<file path="src/hw/dao_pkg.sv">
// shared constants, types and helpers for the dual converter output control
package dao_pkg;

  // data path
  localparam int         WORD_W       = 10;
  localparam int         AIN_W        = 12;
  localparam int         PIPE_LAT     = 7;
  localparam logic [9:0] MID_CODE     = 10'h200;
  localparam logic [9:0] MAX_CODE     = 10'h3FF;
  localparam logic [9:0] CORRUPT_WORD = 10'h2AA;

  // clock rates in MHz and derived periods in system cycles
  localparam int SYS_MHZ          = 200;
  localparam int CONV_MIN_MHZ     = 15;
  localparam int CONV_MAX_MHZ     = 65;
  localparam int CONV_PER_MIN_CYC = (SYS_MHZ + CONV_MAX_MHZ - 1) / CONV_MAX_MHZ;
  localparam int CONV_PER_MAX_CYC = SYS_MHZ / CONV_MIN_MHZ;
  localparam int CONV_DIV_CYC     = 4;
  localparam int CONV_HIGH_CYC    = 2;

  // duty windows in percent, with and without the stabilizer
  localparam int DCS_ON_MIN_PCT  = 20;
  localparam int DCS_ON_MAX_PCT  = 80;
  localparam int DCS_OFF_MIN_PCT = 40;
  localparam int DCS_OFF_MAX_PCT = 60;

  // recovery and settling
  localparam int RECOVERY_US  = 500;
  localparam int RECOVERY_CYC = RECOVERY_US * SYS_MHZ;
  localparam int FMT_DISCARD  = 8;

  // four-level select pin as seen by logic
  typedef enum logic [1:0]
  {
    SEL_GROUND = 2'h0,
    SEL_MID    = 2'h1,
    SEL_FLOAT  = 2'h2,
    SEL_SUPPLY = 2'h3
  } dao_sel_t;

  // offset-binary code, one count per 512th of the reference, clipped
  function automatic logic [9:0] ob_code(input logic signed [11:0] pos,
                                         input logic signed [11:0] neg);
    logic signed [13:0] sum;
    sum = 14'(pos) - 14'(neg) + 14'sh200;
    if (sum < 0)
      return 10'h000;
    else if (sum > 14'sh3FF)
      return MAX_CODE;
    else
      return sum[9:0];
  endfunction

  function automatic logic twos_fmt(input dao_sel_t sel);
    return (sel == SEL_GROUND) || (sel == SEL_MID);
  endfunction

  function automatic logic dcs_on(input dao_sel_t sel);
    return (sel == SEL_GROUND) || (sel == SEL_SUPPLY);
  endfunction

  // high time as share of period within [lo, hi] percent
  function automatic logic duty_in(input logic [7:0] hi_cyc,
                                   input logic [7:0] per_cyc,
                                   input int lo, input int hi);
    logic [15:0] h100;
    h100 = 16'(hi_cyc) * 16'd100;
    return (h100 >= 16'(per_cyc) * 16'(lo)) &&
           (h100 <= 16'(per_cyc) * 16'(hi));
  endfunction

endpackage
</file>
<file path="src/hw/dao_if.sv">
// link between the converter and the capture logic
`timescale 1ns/1ps
interface dao_if;
  logic                  conv_clk;
  logic                  chan_a_output_disable_n;
  logic                  chan_b_output_disable_n;
  logic                  power_down_ctl;
  dao_pkg::dao_sel_t     format_stabilizer_select;
  logic [9:0]            cha_data;
  logic                  cha_oe_n;
  logic [9:0]            chb_data;
  logic                  chb_oe_n;
  // a channel's pins float while its oe_n is high; capture must only
  // trust the words while oe_n is low

  modport conv
  (
    input  conv_clk, chan_a_output_disable_n, chan_b_output_disable_n,
    input  power_down_ctl, format_stabilizer_select,
    output cha_data, cha_oe_n, chb_data, chb_oe_n
  );

  modport cap
  (
    output conv_clk, chan_a_output_disable_n, chan_b_output_disable_n,
    output power_down_ctl, format_stabilizer_select,
    input  cha_data, cha_oe_n, chb_data, chb_oe_n
  );
endinterface

</file>
<file path="src/hw/dao_conv.sv">
// converter end: sampling, code mapping, latency pipeline and output drive
`timescale 1ns/1ps
module dao_conv
(
  // system
  input  wire logic               i_sys_clk,
  input  wire logic               i_rst_n,
  // channel a analog levels, one count per 512th of reference
  input  wire logic signed [11:0] i_analog_in_a_pos,
  input  wire logic signed [11:0] i_analog_in_a_neg,
  // channel b analog levels
  input  wire logic signed [11:0] i_analog_in_b_pos,
  input  wire logic signed [11:0] i_analog_in_b_neg,
  // status
  output logic                    o_duty_ok,
  output logic                    o_clk_stale,
  output logic                    o_pipe_primed,
  // link to the capture logic
  dao_if.conv                     lnk
);

  typedef enum logic [1:0]
  {
    DV_RUN    = 2'b00,
    DV_DOWN   = 2'b01,
    DV_REFILL = 2'b11
  } dao_dv_t;

  localparam logic [7:0] STALE_LIM = 8'(dao_pkg::CONV_PER_MAX_CYC);
  localparam logic [2:0] FILL_LAST = 3'(dao_pkg::PIPE_LAT);

  dao_dv_t     st_r;
  dao_dv_t     st_nxt;
  logic        clk_q_r;
  logic        rise;
  logic [7:0]  hi_cnt_r;
  logic [7:0]  per_cnt_r;
  logic [7:0]  hi_meas_r;
  logic [7:0]  per_meas_r;
  logic [2:0]  fill_r;
  logic        stale;
  logic        pd;
  logic        flush;
  logic        dcs;
  logic        twos;
  logic        duty_ok;
  logic        bad_in;
  logic [9:0]  ob_a;
  logic [9:0]  ob_b;
  logic [9:0]  code_a;
  logic [9:0]  code_b;
  logic [9:0]  pa_word;
  logic [9:0]  pb_word;
  logic        pa_bad;
  logic        pb_bad;
  logic [9:0]  cha_data_r;
  logic [9:0]  chb_data_r;
  logic        cha_oe_n_r;
  logic        chb_oe_n_r;

  // sampling instant is the rising edge of the conversion clock
  assign rise = lnk.conv_clk && !clk_q_r;

  always_ff @(posedge i_sys_clk)
  begin
    if (!i_rst_n)
      clk_q_r <= 1'b1; // no false edge right after release
    else
      clk_q_r <= lnk.conv_clk;
  end

  // period and high-time counters, saturating so a stopped clock is seen
  always_ff @(posedge i_sys_clk)
  begin
    if (!i_rst_n)
    begin
      per_cnt_r <= 8'h00;
      hi_cnt_r  <= 8'h00;
    end
    else if (rise)
    begin
      per_cnt_r <= 8'h01;
      hi_cnt_r  <= 8'h01;
    end
    else
    begin
      if (per_cnt_r != 8'hFF)
        per_cnt_r <= per_cnt_r + 8'h01;
      if (lnk.conv_clk && hi_cnt_r != 8'hFF)
        hi_cnt_r <= hi_cnt_r + 8'h01;
    end
  end

  // last full period, held until the next edge
  always_ff @(posedge i_sys_clk)
  begin
    if (!i_rst_n)
    begin
      per_meas_r <= 8'h00;
      hi_meas_r  <= 8'h00;
    end
    else if (rise)
    begin
      per_meas_r <= per_cnt_r;
      hi_meas_r  <= hi_cnt_r;
    end
  end

  // select pin decode; a change takes effect on new samples only, so
  // older words in flight keep the old format for a few clocks
  assign dcs  = dao_pkg::dcs_on(lnk.format_stabilizer_select);
  assign twos = dao_pkg::twos_fmt(lnk.format_stabilizer_select);

  // stabilizer widens the usable duty window; without it the window
  // is narrow and samples outside it are not trusted
  assign duty_ok = dcs ?
    dao_pkg::duty_in(hi_meas_r, per_meas_r,
                     dao_pkg::DCS_ON_MIN_PCT, dao_pkg::DCS_ON_MAX_PCT) :
    dao_pkg::duty_in(hi_meas_r, per_meas_r,
                     dao_pkg::DCS_OFF_MIN_PCT, dao_pkg::DCS_OFF_MAX_PCT);

  // internal charge decays if the clock stalls or runs too slow
  assign stale = per_cnt_r > STALE_LIM;

  // power-down and a stale clock both spoil everything in flight
  assign pd     = lnk.power_down_ctl;
  assign flush  = pd || stale || (st_r == DV_DOWN);
  assign bad_in = flush || !duty_ok;

  // code mapping, same formula for differential and single-ended drive
  assign ob_a   = dao_pkg::ob_code(i_analog_in_a_pos,
                                   i_analog_in_a_neg);
  assign ob_b   = dao_pkg::ob_code(i_analog_in_b_pos,
                                   i_analog_in_b_neg);
  assign code_a = twos ? {~ob_a[9], ob_a[8:0]} : ob_a;
  assign code_b = twos ? {~ob_b[9], ob_b[8:0]} : ob_b;

  // both channels advance on every edge, enabled or not
  dao_pipe u_pipe_a
  (
    .i_sys_clk (i_sys_clk),
    .i_rst_n   (i_rst_n),
    .i_adv     (rise),
    .i_flush   (flush),
    .i_word    (code_a),
    .i_bad     (bad_in),
    .o_word    (pa_word),
    .o_bad     (pa_bad)
  );

  dao_pipe u_pipe_b
  (
    .i_sys_clk (i_sys_clk),
    .i_rst_n   (i_rst_n),
    .i_adv     (rise),
    .i_flush   (flush),
    .i_word    (code_b),
    .i_bad     (bad_in),
    .o_word    (pb_word),
    .o_bad     (pb_bad)
  );

  // power state: down while asserted, then refill the pipeline
  always_comb
  begin
    st_nxt = st_r;
    case (st_r)
      DV_RUN:
        if (pd)
          st_nxt = DV_DOWN;
      DV_DOWN:
        if (!pd)
          st_nxt = DV_REFILL;
      DV_REFILL:
        if (pd)
          st_nxt = DV_DOWN;
        else if (rise && fill_r == FILL_LAST - 3'd1)
          st_nxt = DV_RUN;
      default:
        st_nxt = DV_DOWN;
    endcase
  end

  always_ff @(posedge i_sys_clk)
  begin
    if (!i_rst_n)
      st_r <= DV_DOWN;
    else
      st_r <= st_nxt;
  end

  // edges seen since power-down release
  always_ff @(posedge i_sys_clk)
  begin
    if (!i_rst_n || st_r != DV_REFILL)
      fill_r <= 3'd0;
    else if (rise)
      fill_r <= fill_r + 3'd1;
  end

  // output word follows the seventh stage, one word per edge
  always_ff @(posedge i_sys_clk)
  begin
    if (!i_rst_n || flush)
    begin
      cha_data_r <= dao_pkg::CORRUPT_WORD;
      chb_data_r <= dao_pkg::CORRUPT_WORD;
    end
    else if (rise)
    begin
      cha_data_r <= pa_bad ? dao_pkg::CORRUPT_WORD : pa_word;
      chb_data_r <= pb_bad ? dao_pkg::CORRUPT_WORD : pb_word;
    end
  end

  // disable high floats the channel's pins, low drives them
  always_ff @(posedge i_sys_clk)
  begin
    if (!i_rst_n)
    begin
      cha_oe_n_r <= 1'b1;
      chb_oe_n_r <= 1'b1;
    end
    else
    begin
      cha_oe_n_r <= lnk.chan_a_output_disable_n;
      chb_oe_n_r <= lnk.chan_b_output_disable_n;
    end
  end

  // status flops
  always_ff @(posedge i_sys_clk)
  begin
    if (!i_rst_n)
    begin
      o_duty_ok     <= 1'b0;
      o_clk_stale   <= 1'b0;
      o_pipe_primed <= 1'b0;
    end
    else
    begin
      o_duty_ok     <= duty_ok;
      o_clk_stale   <= stale;
      o_pipe_primed <= (st_r == DV_RUN);
    end
  end

  assign lnk.cha_data = cha_data_r;
  assign lnk.chb_data = chb_data_r;
  assign lnk.cha_oe_n = cha_oe_n_r;
  assign lnk.chb_oe_n = chb_oe_n_r;
endmodule

</file>
<file path="src/hw/dao_pipe.sv">
// conversion pipeline of one channel, word plus corrupt flag per stage
`timescale 1ns/1ps
module dao_pipe
(
  // system
  input  wire logic       i_sys_clk,
  input  wire logic       i_rst_n,
  // control
  input  wire logic       i_adv,
  input  wire logic       i_flush,
  // sample in
  input  wire logic [9:0] i_word,
  input  wire logic       i_bad,
  // oldest stage
  output logic      [9:0] o_word,
  output logic            o_bad
);
  logic [9:0]                   word_r [dao_pkg::PIPE_LAT];
  logic [dao_pkg::PIPE_LAT-1:0] bad_r;

  // words need no reset: a set bad flag masks them
  always_ff @(posedge i_sys_clk)
  begin
    if (i_adv)
    begin
      word_r[0] <= i_word;
      for (int i = 1; i < dao_pkg::PIPE_LAT; i++)
        word_r[i] <= word_r[i-1];
    end
  end

  // flush marks every stage so stored charge is never trusted
  always_ff @(posedge i_sys_clk)
  begin
    if (!i_rst_n || i_flush)
      bad_r <= '1;
    else if (i_adv)
      bad_r <= {bad_r[dao_pkg::PIPE_LAT-2:0], i_bad};
  end

  assign o_word = word_r[dao_pkg::PIPE_LAT-1];
  assign o_bad  = bad_r[dao_pkg::PIPE_LAT-1];
endmodule

</file>
<file path="src/flat_wrapper.sv">
// flat-port wrapper written by rule: the top's interface ports become plain ports
module dao_conv_flat 
  (i_sys_clk, i_rst_n, i_analog_in_a_pos, i_analog_in_a_neg, i_analog_in_b_pos, i_analog_in_b_neg, o_duty_ok, o_clk_stale, o_pipe_primed, lnk_conv_clk, lnk_chan_a_output_disable_n, lnk_chan_b_output_disable_n, lnk_power_down_ctl, lnk_format_stabilizer_select, lnk_cha_data, lnk_cha_oe_n, lnk_chb_data, lnk_chb_oe_n);
  dao_if lnk_i ();
  input  wire logic i_sys_clk;
  input  wire logic i_rst_n;
  input  wire logic signed [11:0] i_analog_in_a_pos;
  input  wire logic signed [11:0] i_analog_in_a_neg;
  input  wire logic signed [11:0] i_analog_in_b_pos;
  input  wire logic signed [11:0] i_analog_in_b_neg;
  output logic o_duty_ok;
  output logic o_clk_stale;
  output logic o_pipe_primed;
  input wire logic [$bits(lnk_i.conv_clk)-1:0] lnk_conv_clk;
  input wire logic [$bits(lnk_i.chan_a_output_disable_n)-1:0] lnk_chan_a_output_disable_n;
  input wire logic [$bits(lnk_i.chan_b_output_disable_n)-1:0] lnk_chan_b_output_disable_n;
  input wire logic [$bits(lnk_i.power_down_ctl)-1:0] lnk_power_down_ctl;
  input wire logic [$bits(lnk_i.format_stabilizer_select)-1:0] lnk_format_stabilizer_select;
  output wire logic [$bits(lnk_i.cha_data)-1:0] lnk_cha_data;
  output wire logic [$bits(lnk_i.cha_oe_n)-1:0] lnk_cha_oe_n;
  output wire logic [$bits(lnk_i.chb_data)-1:0] lnk_chb_data;
  output wire logic [$bits(lnk_i.chb_oe_n)-1:0] lnk_chb_oe_n;
  assign lnk_i.conv_clk = lnk_conv_clk;
  assign lnk_i.chan_a_output_disable_n = lnk_chan_a_output_disable_n;
  assign lnk_i.chan_b_output_disable_n = lnk_chan_b_output_disable_n;
  assign lnk_i.power_down_ctl = lnk_power_down_ctl;
  assign lnk_i.format_stabilizer_select = lnk_format_stabilizer_select;
  assign lnk_cha_data = lnk_i.cha_data;
  assign lnk_cha_oe_n = lnk_i.cha_oe_n;
  assign lnk_chb_data = lnk_i.chb_data;
  assign lnk_chb_oe_n = lnk_i.chb_oe_n;
  dao_conv u_core (.i_sys_clk(i_sys_clk), .i_rst_n(i_rst_n), .i_analog_in_a_pos(i_analog_in_a_pos), .i_analog_in_a_neg(i_analog_in_a_neg), .i_analog_in_b_pos(i_analog_in_b_pos), .i_analog_in_b_neg(i_analog_in_b_neg), .o_duty_ok(o_duty_ok), .o_clk_stale(o_clk_stale), .o_pipe_primed(o_pipe_primed), .lnk(lnk_i));
endmodule
</file>
<file path="config.mk">
export PLATFORM = sky130hd
export DESIGN_NAME = dao_conv_flat
export DESIGN_NICKNAME = d
export VERILOG_FILES = /design/src/hw/dao_pkg.sv /design/src/hw/dao_if.sv /design/src/hw/dao_conv.sv /design/src/hw/dao_pipe.sv /design/src/flat_wrapper.sv
export SDC_FILE = /design/constraint.sdc
export NUM_CORES = 1
export LEC_CHECK = 0
export BUFFER_PORTS_ARGS = -buffer_cell sky130_fd_sc_hd__buf_2
export CAP_MARGIN = 20
export CORE_UTILIZATION = 30
export CTS_CLUSTER_SIZE = 40
export DETAILED_ROUTE_END_ITERATION = 10
export PLACE_DENSITY_LB_ADDON = 0.2
export SYNTH_ARGS = -nofsm -noshare
export SYNTH_HDL_FRONTEND = slang
export SYNTH_SLANG_ARGS = --single-unit
</file>
<file path="constraint.sdc">
create_clock -name i_sys_clk -period 6.5 [get_ports i_sys_clk]
set_input_delay 0.325 -clock i_sys_clk [delete_from_list [all_inputs] [get_ports i_sys_clk]]
set_output_delay 0.325 -clock i_sys_clk [all_outputs]
set_load 0.01 [all_outputs]
</file>
==> reports/metrics.cfg, run 1 <==
[global_routing]
track_usage = 0.107
grt_first_pass_wirelength_um = 34300
grt_pass1_vias = 6982
overflow = 0
antenna_found_initial = 0
grt_max_degree = 112

[place]
hpwl_um = 14900
port_buffers = 80
place_congestion = 0.757

[worst_hold_path]
hold_path_end = u_core.st_r[0]
hold_class = input pin to register
holdPathStages = 3
min-delay-start = lnk_power_down_ctl

[drt]
wl_per_cell_um = 12.7
viasPerCell = 4.52
first_pass_iters = 4
drtIter0Drc = 292
drc = 0
via_count = 7286
ant_nets = 0
routed_wl_um = 20500

[logic_synthesis]
synth_cell_types = 65
syn_inst = 1004
yosysSeqAreaShare = 0.494
synth_seq_cells = 210
synth_fp_nets = 1233
synth_area_um2 = 11300
syn_area_per_cell_um2 = 11.3
synth_flop_cell = edfxtp_1
async_flop_share = 0
synth_edf_count = 140
yosys_warnings = 0

[final_layout]
utilization = 0.353
area_delta_synth_final_pct = 14.9
final_cell_mix = ha_1 (154), edfxtp_1 (140), inv_1 (90)
fin_nets = 1319
layout_commonest_cell = ha_1
antennaDiodeCount = 0
layout-drive-gt1-share = 0.117

[timing]
finalSetupTns_ps = 0
worst_pin_slew_ps = 964
rsz0062_at_grt = false
setup-violations-final = 0
finalMaxSlewViolations = 0
skew_ps = 8.00
period_needed_ps = 4720
slew_headroom = 0.358
fmax_ghz = 0.212
finalHoldViolCount = 0
hold_ws_ps = 34.8
period_share = 0.726

[die]
boundaryPins = 81
rows = 70
coreArea_um2 = 36900
die_w_um = 196
die_h_um = 196
dieArea_um2 = 38600
initial_core_util = 0.307

[pwr]
vdd_drop_max_mv = 0.185
pwr_density_cell_nw_per_um2 = 228
leakage_nw = 5.43
finalPower_mw = 2.97

[clocking]
cts_tree = yes
root_buffer = clkbuf_16
cts.clk_slew.worst_paths_ps = 60
h-tree-depth = 1
cts_made_buffers = 23
post_cts_resized = 0
clock_latency_ps = 490
cts.path.max_buffers = 3
cts.sinks = 210

[critical_path]
path_class = register to register
cp-start-kind = register
critPathBufInv = 0
cp_slowest_stage_delay_ps = 520
reg2reg_setup_slack_ps = 1780
worst_path_most_repeated_cell = a21oi_1
required_ps = 6890
cp_max_fo = 7
cp-end-kind = register
r2r_cells = 18
reg2reg_from = u_core.per_meas_r[0]
cp.depth = 18
crit_slowest_cell = fa_1
path_cells = fa_1 > fa_1 > ha_1 > a21o_1 > a21oi_1 > o21ai_0 > a21oi_1 > o21bai_1 > a21oi_1 > nor4b_1 > nor3_1 > ha_1 > o211a_1 > a21oi_1 > o21bai_1 > a31oi_1 > o2111ai_1 > a31o_2
rr_endpoint = u_core.u_pipe_b.bad_r[0]
path_delay_family = compound AO/OA/AOI/OAI gates
arrival_ps = 5110

[run_status]
status = completed

[flow_run]
drv_cap = 0

[synthesized netlist by cell type, types with 3 or more instances]
library cell | number | share of area
clkbuf_1 | 19 | 0.0063
a211oi_1 | 8 | 0.0053
or3_1 | 6 | 0.0033
dfxtp_1 | 70 | 0.12
fa_1 | 19 | 0.034
a31oi_1 | 8 | 0.0044
o21ai_0 | 45 | 0.020
xnor2_1 | 22 | 0.017
a21boi_0 | 19 | 0.013
o31ai_1 | 6 | 0.0040
nor2b_1 | 10 | 0.0055
a31o_2 | 3 | 0.0023
a21o_1 | 13 | 0.0086
inv_1 | 91 | 0.030
nand2b_1 | 9 | 0.0050
a21oi_1 | 61 | 0.027
ha_1 | 154 | 0.17
nor3_1 | 22 | 0.0097
and3_1 | 5 | 0.0028
nor3b_1 | 13 | 0.0086
edfxtp_1 | 140 | 0.37
nor2_1 | 65 | 0.022
xor2_1 | 26 | 0.020
o211ai_1 | 3 | 0.0020
nand2_1 | 73 | 0.024
nor4_1 | 5 | 0.0028
nand3_1 | 25 | 0.011
o21a_1 | 8 | 0.0053
nand4_1 | 9 | 0.0050
[cell type report]
class,instances,area [um2]
Clock inverter,11,86.3
Clock buffer,31,616
Sequential cell,210,5610
Multi-Input combinational cell,679,5300
Inverter,91,347
Timing Repair Buffer,85,443
Tap cell,504,631
Fill cell,3694,23800
[per-stage QoR]
step | cells | worst slack (ps) | instance area [um2]
floorplan | 1004 | 1090 | 11300
global placement | 1567 | 1900 | 12300
detailed placement | 1567 | 1810 | 12300
CTS | 1611 | 1780 | 13000
global route | 1611 | 1380 | 13000
finish | 1611 | 1780 | 13000
[state kept, by name (all words and copies together), names as in the netlist]
register and cells:
u_core.clk_q_r 1, u_core.fill_r 3, u_core.hi_cnt_r 8, u_core.hi_meas_r 8, u_core.lnk.cha_data 10, u_core.lnk.cha_oe_n 1, u_core.lnk.chb_data 10, u_core.lnk.chb_oe_n 1
u_core.o_clk_stale 1, u_core.o_duty_ok 1, u_core.o_pipe_primed 1, u_core.per_cnt_r 8, u_core.per_meas_r 8, u_core.st_r 2, u_core.u_pipe_a.word_r 70, u_core.u_pipe_b.bad_r 7
u_core.u_pipe_b.word_r 70
[cells by family (layout without fill, tap and decap cells)]
family / count (synthesis) / after routing / share of synthesized area
multiplexers: 2 / 2 / 0.00177
adder cells (fa/ha/maj): 174 / 174 / 0.204
AND/OR/NAND/NOR: 254 / 254 / 0.108
AO/OA/AOI/OAI: 200 / 200 / 0.114
XOR/XNOR: 49 / 49 / 0.0385
flip-flops: 210 / 210 / 0.494
buffers and inverters: 115 / 218 / 0.0390
[worst max path at each step]
stage                                    start                        to  slack [ps]
final                     u_core.per_meas_r[0]  u_core.u_pipe_b.bad_r[0]        1780
after detailed placement  u_core.per_meas_r[3]  u_core.u_pipe_b.bad_r[0]        1810
after global placement    u_core.per_meas_r[0]  u_core.u_pipe_b.bad_r[0]        1900
after global routing      u_core.per_meas_r[3]  u_core.u_pipe_b.bad_r[0]        1380
after floorplan                 u_core.clk_q_r          u_core.fill_r[1]        1090
after CTS                 u_core.per_meas_r[3]  u_core.u_pipe_b.bad_r[0]        1780
[per-layer routing]
metal  track usage  share of wire  vias up
met5             0              0        -
met4        0.0237          0.015        0
met3        0.0161          0.031       27
met2         0.174           0.45      101
met1         0.150           0.50     3381
li1              -              -     3777
[power breakdown]
part | internal [mW] | switching [mW] | leakage, nW | total, mW
Sequential | 1.46 | 0.0125 | 1.85 | 1.48
Clock | 0.706 | 0.489 | 0.344 | 1.19
Combinational | 0.126 | 0.176 | 3.23 | 0.302
[timing repair]
action | 4_1_cts | 5_1_grt
setup buffers | 0 | 0
setup endpoints to repair | 0 | 0
endpoints found under the hold margin | 2 | 0
hold buffers | 2 | 0
[worst register-to-register path: stages (launching register included)]
cell and delay (ps):
dfxtp_1 490, fa_1 490, fa_1 520, ha_1 310
a21o_1 170, a21oi_1 220, o21ai_0 110, a21oi_1 210
o21bai_1 90, a21oi_1 250, nor4b_1 280, nor3_1 100
ha_1 330, o211a_1 130, a21oi_1 190, o21bai_1 80
a31oi_1 200, o2111ai_1 170, a31o_2 270
Note: power is estimated with default switching activity, not from simulation.
==> run 2, diff against run 1 <==
==> constraint.sdc (replaced) <==
create_clock -name i_sys_clk -period 4.5 [get_ports i_sys_clk]
set_input_delay 0.225 -clock i_sys_clk [delete_from_list [all_inputs] [get_ports i_sys_clk]]
set_output_delay 0.225 -clock i_sys_clk [all_outputs]
set_load 0.01 [all_outputs]
==> run 2 against run 1 <==
Net effect:
- sequential cell count is the same
- wire length rose by 3.7%
- core utilization up 0.55 points
- via count is 0.63% higher
- clock power rose by 45%
- global-route usage increased by 0.44 points
- die area stayed put
- count of clock-buffer cells in the layout fell by 3
- worst setup slack worse by 1600 ps
==> reports/metrics.cfg, run 2 (synthesized netlist as in run 1, its figures left out) <==
[run_status]
status = completed

[place]
hpwl_um = 15500  ; +3.6%
place_congestion = 0.758  ; +0.12%
dp_slack_ps = 42.5  ; -1770 ps
dp_cells = 1583  ; +1.0%
port_buffers = 80  ; unchanged
post_dp_cell_area_um2 = 12400  ; +1.1%

[clocking]
clock_latency_ps = 500  ; about the same
cts_tree = yes
cts.clk_slew.worst_paths_ps = 60  ; about the same
root_buffer = clkbuf_16
cts.path.max_buffers = 3  ; unchanged
cts.sinks = 210  ; unchanged
h-tree-depth = 1  ; unchanged
cts_made_buffers = 23  ; unchanged

[drt]
drc = 0  ; unchanged
ant_nets = 0  ; unchanged
viasPerCell = 4.50  ; -0.60%
via_count = 7332  ; +0.63%
wl_per_cell_um = 13.0  ; +2.4%
drtIter0Drc = 334  ; +14%
first_pass_iters = 4  ; unchanged
routed_wl_um = 21200  ; +3.7%

[flow_run]
drv_cap = 0  ; unchanged

[timing]
finalMaxSlewViolations = 0  ; unchanged
worst_pin_slew_ps = 1050  ; +83.9 ps
period_share = 0.961  ; +0.235
hold_ws_ps = 146  ; +111 ps
period_needed_ps = 4330  ; -393 ps
setup-violations-final = 0  ; unchanged
fmax_ghz = 0.231  ; +9.1%
slew_headroom = 0.302  ; -0.0559
finalSetupTns_ps = 0  ; unchanged
skew_ps = 7.74  ; -0.259 ps
finalHoldViolCount = 0  ; unchanged
fin_ws_ps = 174  ; -1610 ps
rsz0062_at_grt = true

[final_layout]
final_cell_mix = ha_1 (154), edfxtp_1 (140), inv_1 (90)
fin_nets = 1339  ; +1.5%
utilization = 0.359  ; +0.00553
fin_cells = 1631  ; +1.2%
seq_area_um2 = 5610  ; +0.16%
multi_input_comb_area_um2 = 5340  ; +0.71%
layout_commonest_cell = ha_1
final.fill_count = 3681  ; -0.35%
fin_area_um2 = 13200  ; +1.6%
antennaDiodeCount = 0  ; unchanged
layout-drive-gt1-share = 0.143  ; +0.0263
area_delta_synth_final_pct = 16.7
top_regs = u_core.u_pipe_a.word_r x70, u_core.u_pipe_b.word_r x70

[pwr]
finalPower_mw = 4.29  ; +44%
pwr_density_cell_nw_per_um2 = 324  ; +42%
leakage_nw = 5.54  ; +2.0%
vdd_drop_max_mv = 0.362  ; +95%

[critical_path]
cp-end-kind = register
critPathBufInv = 1  ; +1
required_ps = 4870  ; -2020 ps
cp_max_fo = 7  ; unchanged
crit_end = u_core.o_duty_ok
rr_endpoint = u_core.o_duty_ok
path_class = register to register
cp-startpoint = u_core.hi_meas_r[1]
path_cells = ha_1 > ha_1 > ha_1 > fa_1 > a21oi_1 > o2111ai_2 > a21o_1 > a21oi_1 > xnor2_1 > inv_1 > ha_1 > nand3_1 > o31ai_1 > a31oi_1 > o21ai_0 > a21boi_0
crit_slowest_cell = dfxtp_1
reg2reg_setup_slack_ps = 170  ; -1610 ps
reg2reg_from = u_core.hi_meas_r[1]
cp_slowest_stage_delay_ps = 470  ; -50 ps
r2r_cells = 16  ; -2
worst_path_most_repeated_cell = ha_1
cp-start-kind = register
arrival_ps = 4690  ; -420 ps
path_delay_family = adder cells
cp.depth = 16  ; -2

[die]
dieArea_um2 = 38600  ; unchanged
rows = 70  ; unchanged
coreArea_um2 = 36900  ; unchanged
die_w_um = 196  ; unchanged
die_h_um = 196  ; unchanged
boundaryPins = 81  ; unchanged
initial_core_util = 0.307  ; unchanged

[global_routing]
grt_first_pass_wirelength_um = 35500  ; +3.6%
antenna_found_initial = 0  ; unchanged
grt_max_degree = 121  ; +8.0%
grt_pass1_vias = 7204  ; +3.2%
overflow = 0  ; unchanged
track_usage = 0.112  ; +0.00441

[worst_hold_path]
hold_class = input pin to register

[run 2: cell type report]
| cell class | count | area share |
|---|---|---|
| sequential | 210 | 0.424 |
| multi-input combinational | 679 | 0.403 |
| tap | 504 | 0.0477 |
| clock buffer | 28 | 0.0464 |
| timing repair buffer | 105 | 0.0462 |
| inverter | 91 | 0.0262 |
| clock inverter | 14 | 0.00586 |
[run 2: routing by layer]
| metal | wire length (um) | global-route usage |
|---|---|---|
| met1 | 10500 | 0.151 |
| met2 | 9890 | 0.191 |
| met3 | 503 | 0.0132 |
| met4 | 355 | 0.0234 |
| met5 | 0 | 0 |
[run 2: how the worst min path moves through the flow]
| stage | from | cells after the start | slack, ps | end |
|---|---|---|---|---|
| 2_1_floorplan | lnk_power_down_ctl | 2 | 320 | u_core.st_r[0] |
| 3_3_place_gp | u_core.u_pipe_b.word_r[5][4] | 0 | 400 | u_core.u_pipe_b.word_r[6][4] |
| 3_5_place_dp | u_core.u_pipe_a.word_r[0][9] | 0 | 400 | u_core.u_pipe_a.word_r[1][9] |
| 4_1_cts | i_analog_in_b_neg[0] | 3 | 140 | u_core.u_pipe_b.word_r[0][0] |
| 5_1_grt | i_analog_in_b_neg[0] | 3 | 160 | u_core.u_pipe_b.word_r[0][0] |
| 6_report | i_rst_n | 2 | 150 | u_core.lnk.chb_oe_n |
[run 2: timing repair]
| action | in CTS | in global routing |
|---|---|---|
| endpoints found under the hold margin | 4 | 0 |
| setup buffers | 0 | 2 |
| resized for setup | 0 | 14 |
| setup endpoints to repair | 0 | 2 |
| hold buffers | 4 | 0 |
[run 2: report_power, final]
part           internal, mW  leakage (nW)  switching [mW]
clock                 0.974         0.342           0.742
sequential             2.11          1.86          0.0181
combinational         0.188          3.34           0.256
==> run 3, diff against run 2 <==
--- a/config.mk
+++ b/config.mk
@@ -11,6 +11,8 @@
 export CTS_CLUSTER_SIZE = 40
 export DETAILED_ROUTE_END_ITERATION = 10
 export PLACE_DENSITY_LB_ADDON = 0.2
+export RECOVER_POWER = 100
+export SLEW_MARGIN = 10
 export SYNTH_ARGS = -nofsm -noshare
 export SYNTH_HDL_FRONTEND = slang
 export SYNTH_SLANG_ARGS = --single-unit
==> run 3 against run 2 <==
Net effect:
- the run now ends with capacitance limit, slew limit left
- clock power hardly changed
- sequential share of layout area is 0.23 points higher
- wire length is 0.12% higher
- core utilization is 0.19 points lower
- clock skew hardly changed
- die area stayed put
- combinational power is 2% lower
- worst hold slack better by 5.9 ps
- sequential power hardly changed
- non-clock buffer count stayed put
- register-to-register slack better by 30 ps
- critical endpoint unchanged
- power is 0.25% lower
==> reports/metrics.cfg, run 3 (synthesized netlist as in run 1, its figures left out) <==
[run_status]
status = finished with violations
violations = capacitance limit, slew limit

[die]
initial_core_util = 0.307  ; unchanged
die_h_um = 196  ; unchanged
dieArea_um2 = 38600  ; unchanged
rows = 70  ; unchanged
coreArea_um2 = 36900  ; unchanged
boundaryPins = 81  ; unchanged
die_w_um = 196  ; unchanged

[clocking]
cts_tree = yes
clock_latency_ps = 500  ; about the same
cts.sinks = 210  ; unchanged
root_buffer = clkbuf_16
h-tree-depth = 1  ; unchanged
cts_made_buffers = 23  ; unchanged
cts.clk_slew.worst_paths_ps = 60  ; about the same
cts.path.max_buffers = 3  ; unchanged

[timing]
period_needed_ps = 4290  ; -32.8 ps
finalMaxSlewViolations = 57  ; +57
skew_ps = 7.42  ; -0.321 ps
worst_pin_slew_ps = 2550  ; +1500 ps
fmax_ghz = 0.233  ; +0.76%
finalSetupTns_ps = 0  ; unchanged
period_share = 0.954  ; -0.00729
setup-violations-final = 0  ; unchanged
fin_ws_ps = 207  ; +32.8 ps
slew_headroom = -0.697  ; -0.999
finalHoldViolCount = 0  ; unchanged
rsz0062_at_grt = true

[worst_hold_path]
hold_class = input pin to register
min-delay-start = i_analog_in_b_neg[0]

[final_layout]
layout-drive-gt1-share = 0.117  ; -0.0257
utilization = 0.357  ; -0.00194
antennaDiodeCount = 0  ; unchanged
area_delta_synth_final_pct = 16.1
final_cell_mix = ha_1 (154), edfxtp_1 (140), inv_1 (90)
fin_cells = 1631  ; unchanged
multi_input_comb_area_um2 = 5320  ; -0.38%
seq_area_um2 = 5610  ; unchanged
final.fill_count = 3693  ; +0.33%
fin_area_um2 = 13200  ; -0.54%
top_regs = u_core.u_pipe_a.word_r x70, u_core.u_pipe_b.word_r x70
layout_commonest_cell = ha_1
fin_nets = 1339  ; unchanged

[critical_path]
crit_slowest_cell = fa_1
cp-startpoint = u_core.hi_meas_r[1]
cp-end-kind = register
cp-start-kind = register
reg2reg_from = u_core.hi_meas_r[1]
arrival_ps = 4660  ; -30 ps
cp_slowest_stage_delay_ps = 470  ; about the same
required_ps = 4860  ; about the same
path_cells = ha_1 > ha_1 > ha_1 > fa_1 > a21oi_1 > o2111ai_2 > a21o_1 > a21oi_1 > xnor2_1 > inv_1 > ha_1 > nand3_1 > o31ai_1 > a31oi_1 > o21ai_0 > a21boi_0
path_class = register to register
cp_max_fo = 7  ; unchanged
worst_path_most_repeated_cell = ha_1

[flow_run]
drv_cap = 1  ; +1

[global_routing]
antenna_found_initial = 0  ; unchanged
grt_first_pass_wirelength_um = 35500  ; unchanged
grt_pass1_vias = 7204  ; unchanged
overflow = 0  ; unchanged
grt_max_degree = 121  ; unchanged
track_usage = 0.112  ; unchanged

[place]
port_buffers = 80  ; unchanged
post_dp_cell_area_um2 = 12400  ; unchanged
place_congestion = 0.758  ; unchanged
hpwl_um = 15500  ; unchanged
dp_slack_ps = 42.5  ; unchanged
dp_cells = 1583  ; unchanged

[pwr]
internal_power_mw = 3.27  ; -0.12%
pwr-share-comb = 0.102  ; -0.002
switchingPower_mw = 1.01  ; -0.67%
p_sw_frac = 0.236  ; -0.000998
vdd_drop_max_mv = 0.360  ; -0.33%
leakage_nw = 5.45  ; -1.6%
power_frac_seq = 0.498  ; +0.002
clkPwrFrac = 0.400  ; about the same
pwr_density_cell_nw_per_um2 = 325  ; +0.29%

[drt]
first_pass_iters = 4  ; unchanged
ant_nets = 0  ; unchanged
viasPerCell = 4.52  ; +0.52%
wl_per_cell_um = 13.0  ; +0.12%
drtIter0Drc = 318  ; -4.8%
drc = 0  ; unchanged
via_count = 7370  ; +0.52%
routed_wl_um = 21200  ; +0.12%

run 3: what timing repair did:
action	4_1_cts	5_1_grt
hold endpoints to repair	4	0
hold buffers	4	0
setup endpoints to repair	0	2
resized for setup	0	14
buffers inserted	0	2
run 3: layer usage:
| metal | vias to the layer above | routed length [um] | track usage |
|---|---|---|---|
| met5 | - | 0 | 0 |
| met4 | 0 | 365 | 0.0234 |
| met3 | 24 | 499 | 0.0132 |
| met2 | 91 | 9870 | 0.191 |
| met1 | 3438 | 10500 | 0.151 |
| li1 | 3817 | - | - |
run 3: area by class of cell:
class	count	area share
Clock inverter	14	0.00590
Timing Repair Buffer	105	0.0425
Clock buffer	28	0.0467
Tap cell	504	0.0479
Inverter	91	0.0263
Sequential cell	210	0.427
Multi-Input combinational cell	679	0.404
run 3: critical path, delay by kind of cell (launching register included):
kind                     cells  cell delay (ps)
flip-flops                   1              460
adder cells (fa/ha/maj)      5             1690
buffers and inverters        1               90
AND/OR/NAND/NOR              1              100
AO/OA/AOI/OAI                8             1570
XOR/XNOR                     1              230
run 3: worst paths after layout:
| check | slack (ps) | cells after the start | end |
|---|---|---|---|
| max | 210 | 16 | u_core.o_duty_ok |
| min | 150 | 3 | u_core.u_pipe_b.word_r[0][0] |
| max reg2reg | 210 | 16 | u_core.o_duty_ok |
| min reg2reg | 420 | 0 | u_core.u_pipe_b.word_r[6][7] |
run 3: through the flow:
| stage | power (mW) | hold WS (ps) |
|---|---|---|
| finish | 4.28 | 152 |
| global route | 4.48 | 160 |
| CTS | 4.35 | 138 |
| detailed placement | 2.61 | 405 |
| global placement | 2.61 | 401 |
| floorplan | 2.50 | 324 |
run 3: power groups by stage:
stage | clock, mW | sequential (mW) | combinational, mW
final | 1.71 | 2.13 | 0.437
after global routing | 1.85 | 2.13 | 0.503
after CTS | 1.77 | 2.13 | 0.449
after detailed placement | 0 | 2.17 | 0.442
after global placement | 0 | 2.17 | 0.441
after floorplan | 0 | 2.17 | 0.331
